**src/core/rsg_pkg.sv**
```systemverilog
`default_nettype none
package rsg_pkg;
  localparam int HS_N = 5;
  localparam int LS_N = 6;
  localparam int ADDR_W = 12;
  localparam int DATA_W = 32;
  localparam int IDX_W = 10;
  localparam int BE_W = 4;
  // register indices, byte address is four times the index
  localparam logic [IDX_W-1:0] DRV_CFG_IDX = 10'h1c5;
  localparam logic [IDX_W-1:0] DRV_STAT_IDX = 10'h1d2;
  localparam logic [IDX_W-1:0] IRQ_STAT_IDX = 10'h1e0;
  localparam logic [IDX_W-1:0] IRQ_MASK_IDX = 10'h1e1;
  localparam logic [IDX_W-1:0] DRV_REQ_IDX = 10'h1e2;
  localparam logic [IDX_W-1:0] CTRL_IDX = 10'h1e3;
  // field positions
  localparam int CFG_SHUTOFF_BIT = 0;
  localparam int CFG_MONSEL_BIT = 1;
  localparam int CFG_W = 2;
  localparam int CTRL_BYPASS_BIT = 0;
  localparam int REQ_HS_LSB = 0;
  localparam int REQ_LS_LSB = 5;
  localparam int STAT_FBK_BIT = 5;
  localparam int FLAG_W = 5;
  // reset values
  localparam logic [CFG_W-1:0] CFG_RST = 2'h0;
  localparam logic [FLAG_W-1:0] MASK_RST = 5'h00;
  localparam logic [FLAG_W-1:0] IRQ_RST = 5'h00;
  localparam logic [HS_N-1:0] HS_RST = 5'h00;
  localparam logic [LS_N-1:0] LS_RST = 6'h00;
  localparam logic [DATA_W-1:0] RDATA_RST = 32'h0000_0000;

  // raw analog monitor levels
  typedef struct packed {
    logic over_temp;
    logic boost_fbk;
    logic gate_uv;
    logic logic_uv;
    logic bandgap_good;
  } rsg_mon_s;

  // registered flags, also the status and event layout
  typedef struct packed {
    logic over_temp;
    logic boost_uv;
    logic gate_uv;
    logic logic_uv;
    logic bandgap_good;
  } rsg_flags_s;

  localparam rsg_flags_s FLAGS_RST = 5'h00;
endpackage : rsg_pkg
`default_nettype wire

```
**src/core/rsg_gating.sv**
```systemverilog
// Summary of operation
// pin reset copy follows the external reset pin level continuously
// core reset is AND of supply reset, serial-port reset, pin copy
// serial-port reset is low while the serial block is in reset
// bandgap good flag high only while reference is in range
// logic supply undervoltage flag goes to all pre-drivers
// gate supply undervoltage flag goes to all pre-drivers
// gate-regulator bypass disables the internal gate supply regulator
// boost comparator result is a single bit delivered to the core
// boost undervoltage shutoff turns off all high-side gates
// boost undervoltage mirrors comparator only in undervoltage mode
// boost monitor select bit chooses the boost divider ratio
// thermal alarm asserts above threshold and shows in status
// five high-side commands combine request, both flags, clock-ok enable
// six low-side commands combine request, both flags, clock-ok enable
// core produces a five-bit high-side request vector
// core produces a six-bit low-side request vector
// gate active only with request, no undervoltage and clock-ok high
//
// Decided for this implementation: register access over Avalon-MM and the address map.
`default_nettype none
module rsg_gating (
  input wire logic mclk_i, // 40 MHz clock
  input wire logic rst_b_i, // async reset, low active
  input wire logic [rsg_pkg::ADDR_W-1:0] avs_address_i, // byte address
  input wire logic avs_read_i, // read request
  input wire logic avs_write_i, // write request
  input wire logic [rsg_pkg::DATA_W-1:0] avs_writedata_i, // write data
  input wire logic [rsg_pkg::BE_W-1:0] avs_byteenable_i, // byte lanes
  output logic [rsg_pkg::DATA_W-1:0] avs_readdata_o, // read data
  output logic avs_waitrequest_o, // bus stall
  output logic irq_o, // level interrupt
  input wire logic external_reset_pin_n_i, // reset pin level
  input wire logic supply_por_n_i, // supply power-on reset
  input wire logic serial_in_reset_i, // serial block held in reset
  input wire rsg_pkg::rsg_mon_s mon_i, // analog monitor levels
  input wire logic clk_ok_drive_en_i, // clock-ok drive enable
  output logic pin_reset_copy_n_o, // copy of reset pin
  output logic serial_port_reset_n_o, // serial-port reset
  output logic core_reset_n_o, // combined core reset
  output rsg_pkg::rsg_flags_s flags_o, // registered monitor flags
  output logic boost_fbk_o, // boost comparator to core
  output logic boost_mon_sel_o, // boost monitor mode select
  output logic gate_reg_bypass_o, // gate regulator bypass
  output logic [rsg_pkg::HS_N-1:0] hs_req_o, // high-side requests
  output logic [rsg_pkg::LS_N-1:0] ls_req_o, // low-side requests
  output logic [rsg_pkg::HS_N-1:0] hs_cmd_o, // high-side gate commands
  output logic [rsg_pkg::LS_N-1:0] ls_cmd_o // low-side gate commands
);

  function automatic logic reg_hit(
    input logic [rsg_pkg::ADDR_W-1:0] addr,
    input logic [rsg_pkg::IDX_W-1:0] idx
  );
    reg_hit = (addr[rsg_pkg::ADDR_W-1:2] == idx);
  endfunction : reg_hit

  function automatic logic [rsg_pkg::DATA_W-1:0] be_mask(
    input logic [rsg_pkg::BE_W-1:0] be
  );
    be_mask = {{8{be[3]}}, {8{be[2]}}, {8{be[1]}}, {8{be[0]}}};
  endfunction : be_mask

  function automatic logic [rsg_pkg::DATA_W-1:0] merge(
    input logic [rsg_pkg::DATA_W-1:0] old,
    input logic [rsg_pkg::DATA_W-1:0] wd,
    input logic [rsg_pkg::BE_W-1:0] be
  );
    merge = (old & ~be_mask(be)) | (wd & be_mask(be));
  endfunction : merge

  // monitor and gate state
  logic por_q;
  logic next_por_q;
  logic next_pin_copy;
  logic next_spi_rst;
  logic next_core_rst;
  rsg_pkg::rsg_flags_s next_flags;
  logic next_fbk;
  logic [rsg_pkg::HS_N-1:0] next_hs_cmd;
  logic [rsg_pkg::LS_N-1:0] next_ls_cmd;
  logic [rsg_pkg::FLAG_W-1:0] events;
  logic gate_ok;
  logic boost_block;

  // register and bus state
  logic [rsg_pkg::CFG_W-1:0] cfg;
  logic [rsg_pkg::CFG_W-1:0] next_cfg;
  logic [rsg_pkg::FLAG_W-1:0] irq_stat;
  logic [rsg_pkg::FLAG_W-1:0] next_irq_stat;
  logic [rsg_pkg::FLAG_W-1:0] irq_mask;
  logic [rsg_pkg::FLAG_W-1:0] next_irq_mask;
  logic next_bypass;
  logic [rsg_pkg::HS_N-1:0] next_hs_req;
  logic [rsg_pkg::LS_N-1:0] next_ls_req;
  logic [rsg_pkg::DATA_W-1:0] next_rdata;
  logic next_wait;
  logic next_irq;
  logic [rsg_pkg::DATA_W-1:0] rd_word;
  logic [rsg_pkg::DATA_W-1:0] wr_word;
  logic wr_fire;
  logic [rsg_pkg::DATA_W-1:0] clr_mask;

  always_comb
  begin
    next_por_q = supply_por_n_i;
    // live pin copy
    next_pin_copy = external_reset_pin_n_i;
    // serial reset level
    next_spi_rst = ~serial_in_reset_i;
    // reset AND
    next_core_rst = por_q & serial_port_reset_n_o & pin_reset_copy_n_o;
    // bandgap flag
    next_flags.bandgap_good = mon_i.bandgap_good;
    // logic supply flag
    next_flags.logic_uv = mon_i.logic_uv;
    // gate supply flag
    next_flags.gate_uv = mon_i.gate_uv;
    // thermal flag
    next_flags.over_temp = mon_i.over_temp;
    // mirror in uv mode
    next_flags.boost_uv = mon_i.boost_fbk & cfg[rsg_pkg::CFG_MONSEL_BIT];
    // comparator bit
    next_fbk = mon_i.boost_fbk;
    // common enable
    gate_ok = clk_ok_drive_en_i & ~next_flags.logic_uv & ~next_flags.gate_uv;
    // boost shutoff
    boost_block = cfg[rsg_pkg::CFG_SHUTOFF_BIT] & next_flags.boost_uv;
    // high-side gating
    next_hs_cmd = hs_req_o & {rsg_pkg::HS_N{gate_ok & ~boost_block}};
    // low-side gating
    next_ls_cmd = ls_req_o & {rsg_pkg::LS_N{gate_ok}};
    // fault entry edges
    events = (next_flags & ~flags_o) ^ {{(rsg_pkg::FLAG_W-1){1'b0}},
      (next_flags.bandgap_good ^ flags_o.bandgap_good) &
      ~next_flags.bandgap_good ^ (next_flags.bandgap_good &
      ~flags_o.bandgap_good)};
  end

  always_ff @(posedge mclk_i or negedge rst_b_i)
  begin
    if (!rst_b_i)
    begin
      por_q <= 1'b0;
      pin_reset_copy_n_o <= 1'b0;
      serial_port_reset_n_o <= 1'b0;
      core_reset_n_o <= 1'b0;
      flags_o <= rsg_pkg::FLAGS_RST;
      boost_fbk_o <= 1'b0;
      hs_cmd_o <= rsg_pkg::HS_RST;
      ls_cmd_o <= rsg_pkg::LS_RST;
    end
    else
    begin
      por_q <= next_por_q;
      pin_reset_copy_n_o <= next_pin_copy;
      serial_port_reset_n_o <= next_spi_rst;
      core_reset_n_o <= next_core_rst;
      flags_o <= next_flags;
      boost_fbk_o <= next_fbk;
      hs_cmd_o <= next_hs_cmd;
      ls_cmd_o <= next_ls_cmd;
    end
  end

  // register read view
  always_comb
  begin
    rd_word = '0;
    if (reg_hit(avs_address_i, rsg_pkg::DRV_CFG_IDX))
      rd_word[rsg_pkg::CFG_W-1:0] = cfg;
    else if (reg_hit(avs_address_i, rsg_pkg::DRV_STAT_IDX))
    begin
      // boost flag visible
      rd_word[rsg_pkg::FLAG_W-1:0] = flags_o;
      rd_word[rsg_pkg::STAT_FBK_BIT] = boost_fbk_o;
    end
    else if (reg_hit(avs_address_i, rsg_pkg::IRQ_STAT_IDX))
      rd_word[rsg_pkg::FLAG_W-1:0] = irq_stat;
    else if (reg_hit(avs_address_i, rsg_pkg::IRQ_MASK_IDX))
      rd_word[rsg_pkg::FLAG_W-1:0] = irq_mask;
    else if (reg_hit(avs_address_i, rsg_pkg::DRV_REQ_IDX))
    begin
      rd_word[rsg_pkg::REQ_HS_LSB +: rsg_pkg::HS_N] = hs_req_o;
      rd_word[rsg_pkg::REQ_LS_LSB +: rsg_pkg::LS_N] = ls_req_o;
    end
    else if (reg_hit(avs_address_i, rsg_pkg::CTRL_IDX))
      rd_word[rsg_pkg::CTRL_BYPASS_BIT] = gate_reg_bypass_o;
  end

  always_comb
  begin
    next_wait = 1'b1;
    next_rdata = avs_readdata_o;
    next_cfg = cfg;
    next_irq_mask = irq_mask;
    next_bypass = gate_reg_bypass_o;
    next_hs_req = hs_req_o;
    next_ls_req = ls_req_o;
    wr_word = '0;
    clr_mask = avs_writedata_i & be_mask(avs_byteenable_i);
    // one wait state per access
    wr_fire = avs_write_i & ~avs_waitrequest_o;
    if ((avs_read_i | avs_write_i) & avs_waitrequest_o)
    begin
      next_wait = 1'b0;
      if (avs_read_i)
        next_rdata = rd_word;
    end
    if (wr_fire)
    begin
      wr_word = merge(rd_word, avs_writedata_i, avs_byteenable_i);
      // monitor select
      if (reg_hit(avs_address_i, rsg_pkg::DRV_CFG_IDX))
        next_cfg = wr_word[rsg_pkg::CFG_W-1:0];
      if (reg_hit(avs_address_i, rsg_pkg::IRQ_MASK_IDX))
        next_irq_mask = wr_word[rsg_pkg::FLAG_W-1:0];
      // request vectors
      if (reg_hit(avs_address_i, rsg_pkg::DRV_REQ_IDX))
      begin
        next_hs_req = wr_word[rsg_pkg::REQ_HS_LSB +: rsg_pkg::HS_N];
        next_ls_req = wr_word[rsg_pkg::REQ_LS_LSB +: rsg_pkg::LS_N];
      end
      // regulator bypass
      if (reg_hit(avs_address_i, rsg_pkg::CTRL_IDX))
        next_bypass = wr_word[rsg_pkg::CTRL_BYPASS_BIT];
    end
    // write one to clear, a new event wins
    next_irq_stat = irq_stat | events;
    if (wr_fire && reg_hit(avs_address_i, rsg_pkg::IRQ_STAT_IDX))
      next_irq_stat = (irq_stat & ~clr_mask[rsg_pkg::FLAG_W-1:0]) | events;
    next_irq = |(next_irq_stat & next_irq_mask);
  end

  always_ff @(posedge mclk_i or negedge rst_b_i)
  begin
    if (!rst_b_i)
    begin
      avs_waitrequest_o <= 1'b1;
      avs_readdata_o <= rsg_pkg::RDATA_RST;
      cfg <= rsg_pkg::CFG_RST;
      irq_stat <= rsg_pkg::IRQ_RST;
      irq_mask <= rsg_pkg::MASK_RST;
      gate_reg_bypass_o <= 1'b0;
      hs_req_o <= rsg_pkg::HS_RST;
      ls_req_o <= rsg_pkg::LS_RST;
      irq_o <= 1'b0;
    end
    else
    begin
      avs_waitrequest_o <= next_wait;
      avs_readdata_o <= next_rdata;
      cfg <= next_cfg;
      irq_stat <= next_irq_stat;
      irq_mask <= next_irq_mask;
      gate_reg_bypass_o <= next_bypass;
      hs_req_o <= next_hs_req;
      ls_req_o <= next_ls_req;
      irq_o <= next_irq;
    end
  end

  always_comb
  begin
    boost_mon_sel_o = cfg[rsg_pkg::CFG_MONSEL_BIT];
  end
endmodule : rsg_gating
`default_nettype wire

```
**config.mk**
```make
export PLATFORM = sky130hd
export DESIGN_NAME = rsg_gating
export DESIGN_NICKNAME = d
export VERILOG_FILES = /design/src/core/rsg_pkg.sv /design/src/core/rsg_gating.sv
export SDC_FILE = /design/constraint.sdc
export NUM_CORES = 1
export LEC_CHECK = 0
export BUFFER_PORTS_ARGS = -buffer_cell sky130_fd_sc_hd__buf_4
export CAP_MARGIN = 20
export CORE_MARGIN = 2
export CORE_UTILIZATION = 51
export CTS_BUF_LIST = sky130_fd_sc_hd__clkbuf_4
export CTS_CLUSTER_DIAMETER = 100
export DETAILED_ROUTE_END_ITERATION = 7
export GPL_ROUTABILITY_DRIVEN = 0
export PLACE_DENSITY = 0.86
export SYNTH_ARGS = -nofsm -noshare
export SYNTH_HDL_FRONTEND = slang
export SYNTH_SLANG_ARGS = --single-unit
```
**constraint.sdc**
```tcl
create_clock -name mclk_i -period 4.88 [get_ports mclk_i]
set_input_delay 1.464 -clock mclk_i [delete_from_list [all_inputs] [get_ports mclk_i]]
set_output_delay 1.464 -clock mclk_i [all_outputs]
set_load 0.01 [all_outputs]
```
# Word level (Yosys, flattened, before mapping)
# Index checks and enable logic that the tools add are counted.
# classes
div	0
shift	0
n_bitwise	35
eq_ne	6
multipliers	0
n_reduce_logical	6
n_lt_le_gt_ge	0
add_sub_neg	0
muxes	15
# ops
cell	n
10-bit by 9-bit equality test with 1-bit output (second input constant)	6
5-bit two-way mux	6
11-bit bitwise AND	2
5-bit bitwise AND	4
6-bit two-way mux	3
1-bit bitwise AND	11
11-bit NOT	1
11-bit bitwise OR	1
10-bit two-way mux	1
5-bit NOT	2
5-bit bitwise OR	2
9-bit two-way mux	1
2-bit AND reduction	4
1-bit NOT	7
6-bit bitwise AND	1
5-bit OR reduction	1
5-bit by 1-bit bitwise XOR with 5-bit output	1
1-bit two-way mux	3
2-bit two-way mux	1
1-bit bitwise XOR	2
1-bit logical AND	1
1-bit bitwise OR	1
# word_totals
mem_count	0
register_bits	58
output_inout_bits	67
mem_bits_rw	0
rom_bits	0
word_cells	83
latch_bits	0
input_bits	61

# Depth between registers and ports, before layout
# depth
word_depth	13
depth_mapped	9
depth_no_buf	7

# Worst setup path before layout
# No wires, ideal clock.
# synth_timing
path_kind	input-to-reg
from	input port avs_address_i[11] (netlist bit)
to	register irq_o
n_path_buf	2
arrival_time_ps	3530
slack_ps	1222
t_required_ps	4751
stages	9
path_cell_list	or4b_1 buf_2 or2_4 buf_6 o41ai_4 o21ai_2 a22oi_1 nor2_1 a2111o_1
# synth_lines
item	line	source
start: declaration	rsg_gating.sv:25	input wire logic [rsg_pkg::ADDR_W-1:0] avs_address_i,
10-bit by 9-bit equality test with 1-bit output	rsg_gating.sv:55	reg_hit = (addr[rsg_pkg::ADDR_W-1:2] == idx);
1-bit logical AND	rsg_gating.sv:230	if (wr_fire && reg_hit(avs_address_i, rsg_pkg::IRQ_STAT_IDX))
5-bit two-way mux	rsg_gating.sv:230	
named net next_irq_stat (one bit)	rsg_gating.sv:90	logic [rsg_pkg::FLAG_W-1:0] next_irq_stat;
5-bit bitwise AND	rsg_gating.sv:232	next_irq = |(next_irq_stat & next_irq_mask);
5-bit OR reduction	rsg_gating.sv:232	
named net next_irq	rsg_gating.sv:98	logic next_irq;
end signal: assignment	rsg_gating.sv:259	irq_o <= next_irq;
end: declaration	rsg_gating.sv:32	output logic irq_o,
# The timed path passes the listed nets, and every way through them passes these cells.
# A chain may end at the register's enable or synchronous reset.

# Worst setup path after layout
# layout_timing
from	input port avs_address_i[11] (netlist bit)
to	register irq_o
# layout_via
elab_chain_cells	13
# layout_lines
item	line	source
10-bit by 9-bit equality test with 1-bit output	rsg_gating.sv:55	
1-bit two-way mux	rsg_gating.sv:187	else if (reg_hit(avs_address_i, rsg_pkg::CTRL_IDX))
1-bit two-way mux	rsg_gating.sv:182	else if (reg_hit(avs_address_i, rsg_pkg::DRV_REQ_IDX))
5-bit two-way mux	rsg_gating.sv:180	else if (reg_hit(avs_address_i, rsg_pkg::IRQ_MASK_IDX))
5-bit two-way mux	rsg_gating.sv:178	else if (reg_hit(avs_address_i, rsg_pkg::IRQ_STAT_IDX))
6-bit two-way mux	rsg_gating.sv:172	else if (reg_hit(avs_address_i, rsg_pkg::DRV_STAT_IDX))
2-bit two-way mux	rsg_gating.sv:170	if (reg_hit(avs_address_i, rsg_pkg::DRV_CFG_IDX))
11-bit bitwise AND	rsg_gating.sv:69	merge = (old & ~be_mask(be)) | (wd & be_mask(be));
11-bit bitwise OR	rsg_gating.sv:69	
5-bit two-way mux	rsg_gating.sv:216	if (reg_hit(avs_address_i, rsg_pkg::IRQ_MASK_IDX))
5-bit two-way mux	rsg_gating.sv:210	if (wr_fire)
5-bit bitwise AND *	rsg_gating.sv:232	
5-bit OR reduction *	rsg_gating.sv:232	
named net next_irq	rsg_gating.sv:98	
# The timed path passes the listed nets; every way through them passes the cells marked *.

==> flow_summary.json <==
{
  "port_buffers": 81,
  "fin_ws_ns": 1.34,
  "finalSetupViolCount": 0,
  "path_clk_slew_ns": 0.10,
  "remaining_drc_errors": 0,
  "ys_ff_latch": 58,
  "final_cell_count_no_fill": 423,
  "postCtsSetupRepairBufs": 0,
  "dieArea_um2": 6030,
  "cts_sinks": 58,
  "path_class": "in2reg",
  "tightest_slew_ns": 0.906,
  "die_h_um": 77.7,
  "yosysWarnings": 0,
  "viasPerCell": 5.42,
  "period_share_pct": 72.6,
  "dp_slack_ns": 0.988,
  "grt_pass1_wl_mm": 10.6,
  "hold_path_class": "reg2reg",
  "initial_utilization_pct": 53.5,
  "ctsResizeCount": 0,
  "grtUsageMet2_pct": 36.8,
  "ff2ff_setup_slack_ns": 2.63,
  "cts_tree": "built",
  "use_met1_pct": 29.9,
  "coreArea_um2": 5170,
  "rsz0062_at_grt": "false",
  "hold_viol": 0,
  "grt_overflow": 0,
  "synth_ff_type": "dfrtp_1",
  "ant_nets": 0,
  "dp_hpwl_mm": 5.13,
  "fin_nets": 409,
  "grt_pass1_vias": 2157,
  "num_antenna_cells": 0,
  "critPathLaunch": "avs_address_i[11]",
  "cts_root_buffer": "clkbuf_4",
  "dp_cells": 407,
  "vias": 2292,
  "antenna_found_initial": 0,
  "grt_use_total_pct": 23.0,
  "ys_types": 55,
  "skew_ns": 0.0145,
  "clock.fmax_mhz": 282,
  "power.total_uw": 979,
  "cts_buffer_depth": 2,
  "synth.yosys.seq_area_share_pct": 52.5,
  "synth.cell_area_um2": 2770,
  "drv_slew": 0,
  "slew_headroom_pct": 39.4,
  "worstPathArrival_ns": 3.84,
  "met3_usage_pct": 6.51,
  "clkLatencyLatePin_ns": 0.41,
  "postSynth.asyncResetShare_pct": 100,
  "grt.busiest_layer": "met2",
  "max-vdd-ir-drop_uv": 233,
  "crit_path_end": "irq_o",
  "status": "finished, final reports clean",
  "wl_per_cell_um": 16.3,
  "numCtsBuffers": 9,
  "htreeDepth": 3,
  "grt_max_degree": 59,
  "fp.dieW_um": 77.7,
  "fin_crit_ns": 3.54,
  "hold_buffers": 0,
  "setup_tns_ns": 0,
  "maxCapViolations": 0,
  "rows": 26,
  "r2r_cells": 6,
  "wl_mm": 6.88,
  "first_pass_iters": 4,
  "synthCells": 267,
  "powerDensity_nw_per_um2": 280,
  "cp-end-kind": "register",
  "r2r_start": "hs_req_o[0]",
  "synth_edf_count": 0,
  "syn_to_final_growth_pct": 26.3,
  "cp-start-kind": "input port",
  "drtIter0Drc": 193,
  "drive_above_1_share_pct": 32.6,
  "syn_area_per_cell_um2": 10.4,
  "cp_max_fo": 13,
  "io_pins": 128,
  "leakage_nw": 1.73,
  "timing.rr.end": "irq_o",
  "cp.required_ns": 5.18
}
-- per-layer routing --
metal / wire length [um] / part of all wire [%]
met2: 3420 / 50
met3: 636 / 9.3
met4: 110 / 1.6
met1: 2700 / 39
met5: 0 / 0
-- cells in the final DEF, fill, tap and decap left out, types with 3 or more instances in the layout --
cell	Yosys	layout
buf_4	21	81
dfrtp_1	57	57
nand2_1	36	36
conb_1	1	21
o21ai_0	20	20
inv_1	12	12
and2_1	12	12
mux2_2	10	10
nor2_1	9	9
clkbuf_4	0	9
nor2b_1	6	6
nor3_1	5	5
a21oi_1	5	5
mux2i_1	4	4
nand2b_1	4	4
nand3b_1	3	3
o21a_1	3	3
nand3_1	3	3
o31ai_1	3	3
-- metrics by stage --
step	utilization, %	hold slack [ns]	cell area (um2)
floorplan	-	0.459	2840
global placement	64.5	0.465	3340
detailed placement	64.5	0.482	3340
CTS	67.6	0.505	3500
finish	67.6	0.510	3500
global route	67.6	0.532	3500
-- Yosys cell counts (all sizes together), types with 2 or more instances --
cell | instances | area, um2
a21oi | 5 | 25.0
a221o | 2 | 20.0
a22oi | 2 | 15.0
and2 | 12 | 75.1
and3 | 2 | 12.5
and4 | 2 | 17.5
buf | 24 | 178
clkbuf | 7 | 26.3
dfrtp | 57 | 1430
inv | 12 | 45.0
mux2 | 10 | 113
mux2i | 4 | 40.0
nand2 | 36 | 135
nand2b | 4 | 25.0
nand3 | 3 | 15.0
nand3b | 3 | 22.5
nand4 | 2 | 12.5
nor2 | 9 | 33.8
nor2b | 6 | 37.5
nor3 | 6 | 35.0
nor3b | 2 | 15.0
nor4 | 2 | 12.5
o21a | 3 | 22.5
o21ai | 22 | 114
o22ai | 2 | 12.5
o311ai | 3 | 26.3
o31ai | 3 | 22.5
o41ai | 3 | 45.1
or2 | 2 | 15.0
-- critical path, stage by stage --
cell and delay (ns):
buf_4 0.12, or4b_1 0.65, or2_4 0.38, o31a_1 0.30
a32oi_1 0.40, a211oi_1 0.16, a2111o_1 0.37
-- report_power, final --
part           total (mW)  switching [mW]  internal, mW
Combinational      0.0906          0.0540        0.0366
Sequential          0.493         0.00524         0.488
Clock               0.396           0.190         0.206
-- how the worst min path moves through the flow --
stage	from	endpoint	cells past startpoint
floorplan	por_q	core_reset_n_o	1
global placement	avs_readdata_o[10]	avs_readdata_o[10]	2
detailed placement	avs_readdata_o[4]	avs_readdata_o[4]	2
CTS	avs_readdata_o[4]	avs_readdata_o[4]	2
global route	avs_waitrequest_o	avs_waitrequest_o	1
finish	avs_waitrequest_o	avs_waitrequest_o	1
-- logic make-up after synthesis --
group | count (synthesis) | synth area share [%]
DFF | 58 | 52.5
buffers and inverters | 43 | 8.99
and+or+nand+nor | 96 | 18.3
muxes | 15 | 6.33
other | 1 | 0.135
AOI/OAI and AO/OA | 54 | 13.8
-- registers in the layout (all words and copies together) (netlist names), 5 cells and up --
register,count
hs_cmd_o,5
ls_cmd_o,6
hs_req_o,5
ls_req_o,6
flags_o,5
irq_mask,5
avs_readdata_o,11
irq_stat,5
-- final cells by class --
type	count	area, um2
clock buffers	9	67.6
clock inverters	7	93.8
fillers	419	1680
inverters	12	45.0
multi-input cells	186	1140
flip-flops and latches	58	1450
well taps	70	87.6
repair buffers	81	608
Note: power is estimated with default switching activity, not from simulation.
